## src/verilog/lsc_pkg.sv

```systemverilog
// package: register map, field layout and modes of the low-speed clock source control
package lsc_pkg;
  localparam int AXI_AW = 20;
  // register indices; byte address is four times the index
  localparam logic [17:0] IDX_CTRL = 18'h0F004;
  localparam logic [17:0] IDX_STAT = 18'h0F00A;
  localparam logic [17:0] IDX_AUX = 18'h0F00C;
  localparam logic [15:0] CTRL_RST = 16'h0002;
  localparam logic [7:0] STAT_RST = 8'h06;
  localparam logic AUX_RST = 1'b0;
  localparam int MODE_LSB = 0;
  localparam int LFLT_BIT = 4;
  localparam int HFLT_LSB = 6;
  localparam int HSRC_BIT = 1;
  localparam int LSRC_BIT = 2;
  localparam int PERMIT_BIT = 0;
  localparam int RC_START_CNT = 128;
  localparam int XTAL_STAB_CNT = 8192;
  localparam int EXT_EDGE_CNT = 16;
  localparam logic [1:0] RESP_OKAY = 2'h0;
  localparam logic [1:0] RESP_SLVERR = 2'h2;

  typedef enum logic [1:0] {
    LM_HOLD = 2'b00,
    LM_XTAL = 2'b01,
    LM_RC = 2'b10,
    LM_EXT = 2'b11
  } lsc_lmode_t;

  typedef enum logic [1:0] {
    HF_OFF = 2'b00,
    HF_ONE = 2'b01,
    HF_TWO = 2'b10,
    HF_OFF2 = 2'b11
  } lsc_hflt_t;

  typedef enum logic [2:0] {
    LS_RC_WAIT = 3'b000,
    LS_RC = 3'b001,
    LS_XTAL_STAB = 3'b010,
    LS_XTAL = 3'b011,
    LS_EXT_CNT = 3'b100,
    LS_EXT = 3'b101
  } lsc_state_t;

  // power-down state of the chip
  typedef struct packed {
    logic stopMode;
    logic deepSleepState;
    logic haltHighMode;
  } lsc_pwr_t;

  // high-speed side as seen by the status logic
  typedef struct packed {
    logic [1:0] highModeSel;
    logic highXtalStable;
  } lsc_hs_t;
endpackage

```

## src/verilog/lsc_low_clock_ctrl.sv

```systemverilog
// low-speed clock source control: registers, source sequencer and status
// Functional notes
// - writing 00 to the low mode select leaves the held mode unchanged.
// - mode 01 crystal, 10 RC, 11 external input; reset to RC.
// - bit 4 turns the low noise filter on in crystal or external mode.
// - bits 7:6 pick high filter off, one, two, off; forced off while the high clock mode is RC.
// - control register takes byte or halfword writes, resets to 0002H.
// - status register is read-only, resets to 06H, unused bits zero.
// - high source flag is 0 when running from crystal or external input.
// - high flag is 1 in RC mode and while crystal is stopped or stabilising.
// - high flag goes 1 in stop, deep sleep or halt-high modes.
// - low source flag is 0 only when running from crystal or external input.
// - low source flag goes 1 on entering stop mode.
// - RC clock is withheld from peripherals until 128 RC cycles pass.
// - after 8192 crystal cycles switch to crystal and raise switch event.
// - after 16 input edges switch to external input and raise switch event.
// - permit bit runs the crystal in RC mode, feeding only the timer.
`timescale 1ns/1ps
`default_nettype none
module lsc_low_clock_ctrl #(
  parameter int XtalStabCount = lsc_pkg::XTAL_STAB_CNT,
  parameter int RcStartCount = lsc_pkg::RC_START_CNT,
  parameter int ExtEdgeCount = lsc_pkg::EXT_EDGE_CNT
) (
  input wire logic clk_sys,
  input wire logic rst,
  input wire logic [lsc_pkg::AXI_AW-1:0] s_axi_awaddr,
  input wire logic s_axi_awvalid,
  output logic s_axi_awready,
  input wire logic [31:0] s_axi_wdata,
  input wire logic [3:0] s_axi_wstrb,
  input wire logic s_axi_wvalid,
  output logic s_axi_wready,
  output logic [1:0] s_axi_bresp,
  output logic s_axi_bvalid,
  input wire logic s_axi_bready,
  input wire logic [lsc_pkg::AXI_AW-1:0] s_axi_araddr,
  input wire logic s_axi_arvalid,
  output logic s_axi_arready,
  output logic [31:0] s_axi_rdata,
  output logic [1:0] s_axi_rresp,
  output logic s_axi_rvalid,
  input wire logic s_axi_rready,
  input wire logic rcTick,
  input wire logic xtalTick,
  input wire logic lowClockInputPin,
  input wire lsc_pkg::lsc_pwr_t pwr,
  input wire lsc_pkg::lsc_hs_t hs,
  output lsc_pkg::lsc_lmode_t lowModeSel,
  output logic lowNoiseFilterEn,
  output lsc_pkg::lsc_hflt_t highNoiseFilterSel,
  output lsc_pkg::lsc_state_t lowSourceState,
  output logic lowClockReady,
  output logic xtalRun,
  output logic timerXtalClockEn,
  output logic lowClockSwitchIrq,
  output logic highSourceRcFlag,
  output logic lowSourceRcFlag
);
  import lsc_pkg::*;

  // ----------------------------------------------------------------
  // register bus
  // ----------------------------------------------------------------
  logic [15:0] ctrl_reg, ctrl_next;
  logic permit_reg, permit_next;
  logic awHave_reg, awHave_next, wHave_reg, wHave_next;
  logic [17:0] awIdx_reg, awIdx_next;
  logic [31:0] wData_reg, wData_next;
  logic [3:0] wStrb_reg, wStrb_next;
  logic bvalid_reg, bvalid_next;
  logic [1:0] bresp_reg, bresp_next;
  logic rvalid_reg, rvalid_next;
  logic [1:0] rresp_reg, rresp_next;
  logic [31:0] rdata_reg, rdata_next;
  logic [7:0] statusByte;

  function automatic logic known(input logic [17:0] idx);
    known = (idx == IDX_CTRL) || (idx == IDX_STAT) || (idx == IDX_AUX);
  endfunction

  assign s_axi_awready = !awHave_reg && !bvalid_reg;
  assign s_axi_wready = !wHave_reg && !bvalid_reg;
  assign s_axi_arready = !rvalid_reg;
  assign s_axi_bvalid = bvalid_reg;
  assign s_axi_bresp = bresp_reg;
  assign s_axi_rvalid = rvalid_reg;
  assign s_axi_rresp = rresp_reg;
  assign s_axi_rdata = rdata_reg;

  always_comb begin
    logic doWrite;
    logic [15:0] merged;
    doWrite = 1'b0;
    merged = ctrl_reg;
    awHave_next = awHave_reg;
    wHave_next = wHave_reg;
    awIdx_next = awIdx_reg;
    wData_next = wData_reg;
    wStrb_next = wStrb_reg;
    bvalid_next = bvalid_reg;
    bresp_next = bresp_reg;
    ctrl_next = ctrl_reg;
    permit_next = permit_reg;
    if (s_axi_awvalid && s_axi_awready) begin
      awHave_next = 1'b1;
      awIdx_next = s_axi_awaddr[AXI_AW-1:2];
    end
    if (s_axi_wvalid && s_axi_wready) begin
      wHave_next = 1'b1;
      wData_next = s_axi_wdata;
      wStrb_next = s_axi_wstrb;
    end
    if (bvalid_reg && s_axi_bready) begin
      bvalid_next = 1'b0;
    end
    if (awHave_reg && wHave_reg) begin
      doWrite = 1'b1;
      awHave_next = 1'b0;
      wHave_next = 1'b0;
      bvalid_next = 1'b1;
      bresp_next = known(awIdx_reg) ? RESP_OKAY : RESP_SLVERR;
    end
    // byte lanes 0 and 1 give the byte and halfword access widths
    if (doWrite && awIdx_reg == IDX_CTRL) begin
      if (wStrb_reg[0]) begin
        merged[7:0] = wData_reg[7:0];
      end
      if (wStrb_reg[1]) begin
        merged[15:8] = wData_reg[15:8];
      end
      if (merged[MODE_LSB +: 2] == LM_HOLD) begin
        merged[MODE_LSB +: 2] = ctrl_reg[MODE_LSB +: 2];
      end
      ctrl_next = merged;
    end
    if (doWrite && awIdx_reg == IDX_AUX && wStrb_reg[0]) begin
      permit_next = wData_reg[PERMIT_BIT];
    end
    // status writes fall through with no effect
  end

  always_comb begin
    rvalid_next = rvalid_reg;
    rresp_next = rresp_reg;
    rdata_next = rdata_reg;
    if (rvalid_reg && s_axi_rready) begin
      rvalid_next = 1'b0;
    end
    if (s_axi_arvalid && s_axi_arready) begin
      rvalid_next = 1'b1;
      rresp_next = RESP_OKAY;
      unique case (s_axi_araddr[AXI_AW-1:2])
        IDX_CTRL: rdata_next = {16'h0000, ctrl_reg};
        IDX_STAT: rdata_next = {24'h000000, statusByte};
        IDX_AUX: rdata_next = {24'h000000, 7'h00, permit_reg};
        default: begin
          rdata_next = 32'h00000000;
          rresp_next = RESP_SLVERR;
        end
      endcase
    end
  end

  always_ff @(posedge clk_sys) begin
    if (rst) begin
      ctrl_reg <= CTRL_RST;
      permit_reg <= AUX_RST;
      awHave_reg <= 1'b0;
      wHave_reg <= 1'b0;
      awIdx_reg <= 18'h00000;
      wData_reg <= 32'h00000000;
      wStrb_reg <= 4'h0;
      bvalid_reg <= 1'b0;
      bresp_reg <= RESP_OKAY;
      rvalid_reg <= 1'b0;
      rresp_reg <= RESP_OKAY;
      rdata_reg <= 32'h00000000;
    end else begin
      ctrl_reg <= ctrl_next;
      permit_reg <= permit_next;
      awHave_reg <= awHave_next;
      wHave_reg <= wHave_next;
      awIdx_reg <= awIdx_next;
      wData_reg <= wData_next;
      wStrb_reg <= wStrb_next;
      bvalid_reg <= bvalid_next;
      bresp_reg <= bresp_next;
      rvalid_reg <= rvalid_next;
      rresp_reg <= rresp_next;
      rdata_reg <= rdata_next;
    end
  end

  // ----------------------------------------------------------------
  // field decode
  // ----------------------------------------------------------------
  assign lowModeSel = lsc_lmode_t'(ctrl_reg[MODE_LSB +: 2]);
  // filters are meaningless on the RC paths, so they are gated there
  assign lowNoiseFilterEn = ctrl_reg[LFLT_BIT] && lowModeSel != LM_RC;
  assign highNoiseFilterSel = (hs.highModeSel == LM_RC) ? HF_OFF
                              : lsc_hflt_t'(ctrl_reg[HFLT_LSB +: 2]);

  // ----------------------------------------------------------------
  // low-speed source sequencer
  // ----------------------------------------------------------------
  lsc_state_t state_reg, state_next;
  logic [7:0] rcCnt_reg, rcCnt_next;
  logic [15:0] xtCnt_reg, xtCnt_next;
  logic [4:0] edCnt_reg, edCnt_next;
  logic pinPrev_reg, irq_reg, irq_next, hFlag_reg, hFlag_next;
  logic xtalStable;

  // crystal runs in crystal mode or, in RC mode, when permitted
  assign xtalRun = !pwr.stopMode && (lowModeSel == LM_XTAL
                   || (lowModeSel == LM_RC && permit_reg));
  assign xtalStable = xtCnt_reg == 16'(XtalStabCount);
  assign timerXtalClockEn = xtalRun && xtalStable && lowModeSel == LM_RC;

  always_comb begin
    state_next = state_reg;
    rcCnt_next = rcCnt_reg;
    edCnt_next = edCnt_reg;
    irq_next = 1'b0;
    xtCnt_next = xtCnt_reg;
    if (!xtalRun) begin
      xtCnt_next = 16'h0000;
    end else if (xtalTick && !xtalStable) begin
      xtCnt_next = xtCnt_reg + 16'h0001;
    end
    if (pwr.stopMode) begin
      state_next = LS_RC_WAIT;
      rcCnt_next = 8'h00;
      edCnt_next = 5'h00;
    end else begin
      unique case (state_reg)
        LS_RC_WAIT: begin
          if (rcTick) begin
            rcCnt_next = rcCnt_reg + 8'h01;
          end
          if (rcTick && rcCnt_reg == 8'(RcStartCount - 1)) begin
            state_next = LS_RC;
          end
        end
        LS_RC: begin
          if (lowModeSel == LM_XTAL) begin
            state_next = LS_XTAL_STAB;
          end else if (lowModeSel == LM_EXT) begin
            state_next = LS_EXT_CNT;
            edCnt_next = 5'h00;
          end
        end
        LS_XTAL_STAB: begin
          if (lowModeSel != LM_XTAL) begin
            state_next = LS_RC;
          end else if (xtalStable) begin
            state_next = LS_XTAL;
            irq_next = 1'b1;
          end
        end
        LS_EXT_CNT: begin
          if (lowModeSel != LM_EXT) begin
            state_next = LS_RC;
          end else if (lowClockInputPin && !pinPrev_reg) begin
            edCnt_next = edCnt_reg + 5'h01;
            if (edCnt_reg == 5'(ExtEdgeCount - 1)) begin
              state_next = LS_EXT;
              irq_next = 1'b1;
            end
          end
        end
        // a direct crystal/external swap goes back through the RC state first
        LS_XTAL, LS_EXT: begin
          // each switched state holds only while its own mode stays selected
          if ((state_reg == LS_XTAL) ? (lowModeSel != LM_XTAL) : (lowModeSel != LM_EXT)) begin
            state_next = LS_RC;
          end
        end
        default: state_next = LS_RC_WAIT;
      endcase
    end
    // high source flag follows mode, crystal stability and power state
    hFlag_next = hs.highModeSel == LM_RC
                 || (hs.highModeSel == LM_XTAL && !hs.highXtalStable)
                 || pwr.stopMode || pwr.deepSleepState || pwr.haltHighMode;
  end

  always_ff @(posedge clk_sys) begin
    if (rst) begin
      state_reg <= LS_RC_WAIT;
      rcCnt_reg <= 8'h00;
      xtCnt_reg <= 16'h0000;
      edCnt_reg <= 5'h00;
      pinPrev_reg <= 1'b0;
      irq_reg <= 1'b0;
      hFlag_reg <= 1'b1;
    end else begin
      state_reg <= state_next;
      rcCnt_reg <= rcCnt_next;
      xtCnt_reg <= xtCnt_next;
      edCnt_reg <= edCnt_next;
      pinPrev_reg <= lowClockInputPin;
      irq_reg <= irq_next;
      hFlag_reg <= hFlag_next;
    end
  end

  assign lowSourceState = state_reg;
  assign lowClockReady = state_reg != LS_RC_WAIT;
  assign lowClockSwitchIrq = irq_reg;
  // flag decoded from the mux state itself, so they never disagree
  assign lowSourceRcFlag = !(state_reg == LS_XTAL || state_reg == LS_EXT);
  assign highSourceRcFlag = hFlag_reg;
  assign statusByte = STAT_RST & {5'h00, lowSourceRcFlag, highSourceRcFlag, 1'b0};
endmodule // lsc_low_clock_ctrl
`default_nettype wire

```

## config.mk

```make
export PLATFORM = sky130hd
export DESIGN_NAME = lsc_low_clock_ctrl
export DESIGN_NICKNAME = d
export VERILOG_FILES = /design/src/verilog/lsc_pkg.sv /design/src/verilog/lsc_low_clock_ctrl.sv
export SDC_FILE = /design/constraint.sdc
export NUM_CORES = 1
export LEC_CHECK = 0
export BUFFER_PORTS_ARGS = -buffer_cell sky130_fd_sc_hd__buf_4
export CORE_MARGIN = 2
export CORE_UTILIZATION = 40
export CTS_CLUSTER_SIZE = 40
export DETAILED_ROUTE_END_ITERATION = 16
export SETUP_SLACK_MARGIN = 0.15
export SLEW_MARGIN = 10
export SYNTH_ARGS = -nofsm -noshare
export SYNTH_HDL_FRONTEND = slang
export SYNTH_SLANG_ARGS = --single-unit
```

## constraint.sdc

```tcl
create_clock -name clk_sys -period 2.2 [get_ports clk_sys]
set_input_delay 0.11 -clock clk_sys [delete_from_list [all_inputs] [get_ports clk_sys]]
set_output_delay 0.11 -clock clk_sys [all_outputs]
set_load 0.05 [all_outputs]
```

==> results of run 1 <==
[critical path, stage by stage (launching register included)]
cell and delay [ns]:
dfxtp_2 0.34, inv_2 0.07, ha_4 0.12, nor4b_4 0.22, nand4_1 0.22, nor4b_2 0.37
buf_4 0.26
[metal layers]
layer | track usage | vias up | wire (um)
li1 | - | 2234 | -
met5 | 0 | - | 0
met2 | 0.289 | 93 | 5660
met1 | 0.240 | 2031 | 5500
met4 | 0.0585 | 0 | 182
met3 | 0.0349 | 18 | 469
[cells in the mapped netlist, types with 2 or more instances]
cell type | n | area (um^2)
a21oi_1 | 76 | 380
clkbuf_1 | 23 | 86.3
nor2b_1 | 2 | 12.5
nor4b_1 | 3 | 26.3
buf_4 | 20 | 150
or3_1 | 4 | 25.0
or4_1 | 4 | 30.0
nor4_1 | 3 | 18.8
dfxtp_1 | 110 | 2200
and4_1 | 4 | 35.0
nor3b_1 | 2 | 15.0
nand3b_1 | 4 | 30.0
xnor2_1 | 5 | 43.8
a211oi_1 | 3 | 22.5
o21ai_0 | 21 | 105
xor2_1 | 14 | 123
o22ai_1 | 2 | 12.5
a211o_1 | 4 | 35.0
ha_1 | 5 | 62.6
and2_1 | 6 | 37.5
nand4_1 | 29 | 181
inv_1 | 9 | 33.8
nor3_1 | 4 | 20.0
mux2i_1 | 7 | 70.1
o211ai_1 | 3 | 22.5
or3b_2 | 2 | 17.5
nor2_1 | 37 | 139
nand2_1 | 105 | 394
a31oi_1 | 3 | 18.8
buf_2 | 8 | 40.0
nand2b_1 | 14 | 87.6
and3_1 | 11 | 68.8
nand3_1 | 24 | 120
[cell families after synthesis]
kind of cell               count (synthesis)  share of synthesized area
and+or+nand+nor                          270                      0.287
adders and majority gates                  5                     0.0128
buffers and inverters                     62                     0.0665
muxes                                      7                     0.0143
other                                      1                   0.000767
xor gates and xnor gates                  19                     0.0340
DFF                                      110                      0.450
AOI/OAI and AO/OA                        119                      0.134
[per-stage QoR]
step | cell area (um^2) | util | instances
floorplan | 4960 | - | 610
global placement | 5720 | 0.478 | 819
detailed placement | 5720 | 0.478 | 819
CTS | 6110 | 0.510 | 842
global route | 6170 | 0.516 | 845
finish | 6170 | 0.516 | 845
[area by class of cell]
| cell class | count | area, um^2 | area share |
|---|---|---|---|
| multi-input cells | 438 | 2480 | 0.402 |
| flip-flops and latches | 110 | 2210 | 0.358 |
| repair buffers | 126 | 963 | 0.156 |
| clock buffers | 10 | 239 | 0.0387 |
| well taps | 147 | 184 | 0.0298 |
| clock inverters | 5 | 63.8 | 0.0103 |
| inverters | 9 | 33.8 | 0.00547 |
[where the power goes]
| part | switching [W] | total (W) | leakage [nW] | internal [W] |
|---|---|---|---|---|
| registers | 0.0000340 | 0.00208 | 0.895 | 0.00204 |
| logic | 0.000262 | 0.000424 | 1.35 | 0.000162 |
| clock network | 0.000747 | 0.00167 | 0.146 | 0.000921 |
[worst paths after layout]
kind / end / cells past startpoint
worst max-delay path: timerXtalClockEn / 6
worst min-delay path: awIdx_reg[0] / 3
worst max register to register: lowSourceState[2] / 8
worst min register to register: awIdx_reg[14] / 2
[what timing repair did]
| item | 4_1_cts | 5_1_grt |
|---|---|---|
| hold endpoints to repair | 7 | 0 |
| pin swaps | 1 | 4 |
| setup endpoints to repair | 1 | 2 |
| buffers inserted | 1 | 3 |
| resized for setup | 1 | 11 |
| hold buffers | 7 | 0 |
==> impl_metrics.ini, run 1 <==
[logic_synthesis]
yosysSeqAreaShare = 0.450
synth_warnings = 0
synth_edf_count = 0
syn_area_um2 = 4890
synth-seq-cells = 110
syn_inst = 593
ys_types = 55
async_reset_ff_frac = 0
avgSynthCellArea_um2 = 8.24
ys.flop_type = dfxtp_1

[timing]
final.setup.tns_ns = 0
slew_headroom = 0.470
slew_viol_final = 0
finalWorstSetupSlack_ns = 0.162
hold_slack_ns = 0.00719
rsz0062_at_grt = true
period_needed_ns = 2.04
max_freq_ghz = 0.491
worst_pin_slew_ns = 0.795
fin_crit_sh = 0.926
fin_skew_ns = 0.00749
finalHoldViolCount = 0
setup_viol = 0

[placement]
hpwl_um = 8460
pre_cts_slack_ns = 0.358
port_buffers = 106
gp_congestion = 0.832

[routing]
wl_um = 11800
route.antenna.remaining_nets = 0
wl_per_cell_um = 14.0
drtPass1Iterations = 4
drtIter0Drc = 217
drc = 0
vias_per_cell = 5.18
via_count = 4376

[worst_setup_path]
setup.worst_path.end_class = output port
timing.rr.start = xtCnt_reg[1]
crit_type = flop to output port
ff2ff_setup_slack_ns = 0.28
start_kind = flop
worstPathArrival_ns = 1.93
required_ns = 2.09
crit_start = xtCnt_reg[1]
crit_fanout = 4

[clocking]
cts_buffers = 9
clock-root-buffer = clkbuf_16
clock-sinks = 110
tritoncts = done
clk_latency_ns = 0.35
htree_levels = 3
ctsLongestPathBuffers = 2
path_clk_slew_ns = 0.07

[cells_and_area]
largest_reg_flops = 18
mostFrequentLayoutCells = buf_4 (119), dfxtp_1 (108), nand2_1 (105), a21oi_1 (76), nor2_1 (37)
nets = 791
final_common_cell = buf_4
layout-drive-gt1-share = 0.218
fill_cells = 1156
antenna_cells = 0
area_growth_syn_to_layout_pct = 26.3

[min_path]
hold_path_class = primary input to flop
min_from = s_axi_awaddr[2]

[global_routing]
grt_max_degree = 80
grt_pass1_vias = 4020
grt-ovfl-total = 0
track_usage = 0.179
grt_pass1_wl_um = 19000
antenna_found_initial = 0

[power]
total_power_w = 0.00417
vdd_drop_max_v = 0.000421
power_density_nw_per_um2 = 675
power.leakage_nw = 2.39

[floorplanning]
die_area_um2 = 13100
fp.dieH_um = 115
start_util = 0.409
pin_count = 147
coreArea_um2 = 12000
die_w_um = 115
core.rowCount = 40

[status]
status = completed

[run]
drv_cap = 0
(Power assumes the default switching activity.)
==> run 2, diff against run 1 <==
Settings changed: PLACE_DENSITY set to 0.65.
==> run 2 against run 1 <==
  * Setup slack better by 0.067 ns
  * Clock power shrank 4%
  * First-iteration DRC count grew 17%
  * Routed wire length about the same
  * Largest power group unchanged
  * Via count is 1.2% higher
  * Highest routed layer unchanged
  * Sequential power barely moved
  * Cell area rose by 2.0%
  * Flip-flop and latch count stayed put
  * Worst hold slack got worse by 0.0047 ns
==> impl_metrics.ini, run 2 (synthesis gave the netlist of run 1 again) <==
[cells_and_area]
final_common_cell = buf_4
seq_area_um2 = 2210
layout-drive-gt1-share = 0.212
multi_input_area_um2 = 2470
nets = 805
mostFrequentLayoutCells = buf_4 (119), dfxtp_1 (108), nand2_1 (105), a21oi_1 (76), nor2_1 (37)
fin_area_um2 = 6300
fin_util = 0.526
antenna_cells = 0
fill_cells = 1095
area_growth_syn_to_layout_pct = 28.8
largest_reg_flops = 18

[worst_setup_path]
crit_type = flop to output port
start_kind = flop
rr_worst_depth = 7
setup.worst_path.end_class = output port
cp_cell_sequence = nor4_1 > nand4_1 > nor4b_2 > buf_4
slowest_stage = nor4_1
path_delay_family = simple AND/OR/NAND/NOR gates
slowest_delay_ns = 0.38
crit_fanout = 3
required_ns = 2.09
path_buf_inv = 1
cp.depth = 4
worstPathArrival_ns = 1.86

[timing]
setup_viol = 0
period_needed_ns = 1.97
finalHoldViolCount = 0
worst_pin_slew_ns = 0.795
max_freq_ghz = 0.507
fin_skew_ns = 0.00736
slew_headroom = 0.470
rsz0062_at_grt = true
slew_viol_final = 0
finalWorstSetupSlack_ns = 0.229
fin_crit_sh = 0.896

[placement]
port_buffers = 106
dpl-instance-area_um2 = 5720
gp_congestion = 0.825
pre_cts_slack_ns = 0.361
hpwl_um = 8400

[status]
status = completed

[clocking]
cts_buffers = 9
clock-sinks = 110
clk_latency_ns = 0.36
clock-root-buffer = clkbuf_16
path_clk_slew_ns = 0.07
tritoncts = done
htree_levels = 3
ctsLongestPathBuffers = 2

[floorplanning]
fp.dieH_um = 115
pin_count = 147
die_area_um2 = 13100
coreArea_um2 = 12000
start_util = 0.409
die_w_um = 115
core.rowCount = 40

[routing]
route.antenna.remaining_nets = 0
vias_per_cell = 5.15
via_count = 4427
drtPass1Iterations = 4
drc = 0
wl_per_cell_um = 13.7
wl_um = 11800
drtIter0Drc = 254

[global_routing]
grt_max_degree = 80
grt_pass1_vias = 4175
grt_pass1_wl_um = 19500
grt-ovfl-total = 0
track_usage = 0.183
antenna_found_initial = 0

[power]
p_comb_frac = 0.108
total_power_w = 0.00413
power_frac_seq = 0.503
sw_frac_of_total = 0.256
power.leakage_nw = 2.45
power_density_nw_per_um2 = 656
p_clk_frac = 0.389
p_sw_w = 0.00106
power.internal_w = 0.00307
vdd_drop_max_v = 0.000515

[min_path]
worstHoldPathCells = 3
hold_path_class = primary input to flop

[run]
drv_cap = 0
## run 2: changes by cell type in the layout (fill, tap and decap cells not counted), sizes merged
cell / change
clkbuf: +1
bufinv: -1
clkinv: +2
dlygate4sd3: +14
clkinvlp: -1
## run 2: per-layer routing
metal / vias to the layer above / GRT usage / routed length [um]
li1: 2265 / - / -
met1: 2044 / 0.231 / 5370
met2: 104 / 0.309 / 5800
met3: 14 / 0.0482 / 483
met4: 0 / 0.0455 / 151
met5: - / 0 / 0
## run 2: layout make-up
cell class,instances,share of cell area
multi-input combinational,438,0.392
sequential,110,0.350
timing repair buffer,140,0.175
clock buffer,11,0.0401
tap,147,0.0292
clock inverter,5,0.00735
inverter,9,0.00536
## run 2: tightest hold or removal path: stages
cell     delay, ns
buf_4         0.08
nor3_1        0.06
nand3_1       0.07
## run 2: what timing repair did
item / 4_1_cts / 5_1_grt
hold buffers: 21 / 0
setup endpoints to repair: 1 / 1
gates cloned: 0 / 0
gates resized for setup: 1 / 9
pin swaps: 0 / 3
setup buffers: 1 / 3
hold endpoints to repair: 21 / 0
## run 2: final timing paths
check | from | end | slack (ns)
setup reg to reg | edCnt_reg[0] | lowSourceState[2] | 0.39
hold / removal | pwr[0] | highSourceRcFlag | 0.002
setup / recovery | xtCnt_reg[15] | timerXtalClockEn | 0.23
hold reg to reg | s_axi_rdata[10] | s_axi_rdata[10] | 0.45
## run 2: power groups by stage
stage                     clock network (W)  logic, W  registers [W]
after CTS                           0.00165  0.000447        0.00208
after global placement                    0  0.000409        0.00212
after global routing                0.00174  0.000488        0.00209
after detailed placement                  0  0.000417        0.00213
after floorplan                           0  0.000276        0.00213
final                               0.00161  0.000445        0.00208
## run 2: per-stage QoR
stage               hold WS (ns)  TNS, ns  instances
floorplan                  0.229    -1.37        610
global placement           0.358        0        819
detailed placement         0.364        0        819
CTS                     0.000180        0        857
global route             0.00441        0        860
finish                   0.00247        0        860
==> run 3, diff against run 2 <==
Settings changed: HOLD_SLACK_MARGIN set to 0.1.
==> run 3 against run 2 <==
  * Final cell count grew 2.4%
  * Clock power is essentially flat
  * Highest routed layer unchanged
  * Setup slack lost 0.0030 ns
  * Routed wire length grew 2.4%
  * Power grew 0.85%
  * First-iteration DRC count grew 11%
  * Via count grew 2.4%
  * Flip-flop and latch count is the same
==> impl_metrics.ini, run 3 (synthesis gave the netlist of run 1 again) <==
[worst_setup_path]
start_kind = flop
rr_worst_depth = 7
timing.rr.start = edCnt_reg[0]
r2r_end = lowSourceState[2]
crit_fanout = 3
setup.worst_path.end_class = output port
worstPathArrival_ns = 1.86
required_ns = 2.09
crit_start = xtCnt_reg[0]
ff2ff_setup_slack_ns = 0.38
crit_type = flop to output port

[routing]
route.antenna.remaining_nets = 0
drc = 0
wl_met1_um = 5430
wl_per_cell_um = 13.7
top_layer = met4
route.met2.wl_um = 6040
via_count = 4534
drtIter0Drc = 281
vias_per_cell = 5.15
wl_met3_um = 526
wl_um = 12100
drtPass1Iterations = 6

[timing]
worst_pin_slew_ns = 0.791
finalHoldViolCount = 0
slew_viol_final = 0
setup_viol = 0
hold_slack_ns = 0.116
max_freq_ghz = 0.507
period_needed_ns = 1.97
fin_skew_ns = 0.00724
rsz0062_at_grt = true
slew_headroom = 0.473
finalWorstSetupSlack_ns = 0.226
fin_crit_sh = 0.897
final.setup.tns_ns = 0

[global_routing]
grt_pass1_vias = 4260
grt_max_degree = 80
antenna_found_initial = 0
grt-ovfl-total = 0
track_usage = 0.186
grt_pass1_wl_um = 19800

[clocking]
tritoncts = done
clk_latency_ns = 0.35
clock-sinks = 110
cts_buffers = 9
path_clk_slew_ns = 0.07
clock-root-buffer = clkbuf_16
ctsLongestPathBuffers = 2
htree_levels = 3

[cells_and_area]
area_growth_syn_to_layout_pct = 33.2
nets = 826
fin_area_um2 = 6510
antenna_cells = 0
layout-drive-gt1-share = 0.207
final_common_cell = buf_4
largest_reg_flops = 18
mostFrequentLayoutCells = buf_4 (119), dfxtp_1 (108), nand2_1 (105), a21oi_1 (76), dlygate4sd3_1 (42)

[power]
power.leakage_nw = 2.54
power_density_nw_per_um2 = 639
vdd_drop_max_v = 0.000515

[run]
drv_cap = 0

[placement]
pre_cts_slack_ns = 0.361
dpl-instance-area_um2 = 5720
gp_congestion = 0.825
hpwl_um = 8400
port_buffers = 106

[floorplanning]
die_area_um2 = 13100
pin_count = 147
fp.dieH_um = 115
die_w_um = 115
coreArea_um2 = 12000
core.rowCount = 40
start_util = 0.409

[min_path]
hold_path_class = primary input to flop
min_from = s_axi_arvalid
worstHoldPathCells = 3
min_to = s_axi_rresp[1]

[status]
status = completed
[run 3: critical path: stages (launching register included)]
cell     delay, ns
dfxtp_4       0.35
inv_2         0.06
ha_4          0.12
nor4b_4       0.20
nand4_1       0.18
nor4b_2       0.36
buf_4         0.25
[run 3: timing repair]
action / CTS / global route
hold buffers: 42 / 0
endpoints found under the hold margin: 40 / 0
gates resized for setup: 1 / 10
pin swaps: 0 / 3
gates cloned: 0 / 0
setup endpoints to repair: 1 / 2
setup buffers: 1 / 3
[run 3: routing by layer]
layer,vias to the layer above,track usage
met5,-,0
met4,0,0.0472
met3,10,0.0487
met2,114,0.314
met1,2103,0.235
li1,2307,-
[run 3: how the worst max path moves through the flow]
stage	to	slack, ns
floorplan	wData_reg[15]	-0.07
global placement	lowSourceState[2]	0.42
detailed placement	lowSourceState[2]	0.36
CTS	highSourceRcFlag	0.18
global route	timerXtalClockEn	0.11
finish	timerXtalClockEn	0.23
[run 3: layout make-up]
type	count	area (um^2)
inverter	9	33.8
clock buffer	11	253
tap	147	184
multi-input combinational	438	2470
fill	1070	5450
timing repair buffer	161	1310
clock inverter	5	46.3
sequential	110	2210
[run 3: power breakdown]
part | total, W | switching, W | internal (W) | leakage, nW
registers | 0.00208 | 0.0000345 | 0.00204 | 0.895
clock network | 0.00161 | 0.000759 | 0.000851 | 0.149
logic | 0.000475 | 0.000275 | 0.000201 | 1.49
total | 0.00416 | 0.00107 | 0.00309 | 2.54
[run 3: metrics by stage]
stage / instances / utilization / total power, W
CTS: 878 / 0.539 / 0.00420
floorplan: 610 / - / 0.00241
finish: 881 / 0.544 / 0.00416
detailed placement: 819 / 0.478 / 0.00254
global route: 881 / 0.544 / 0.00434
global placement: 819 / 0.478 / 0.00253
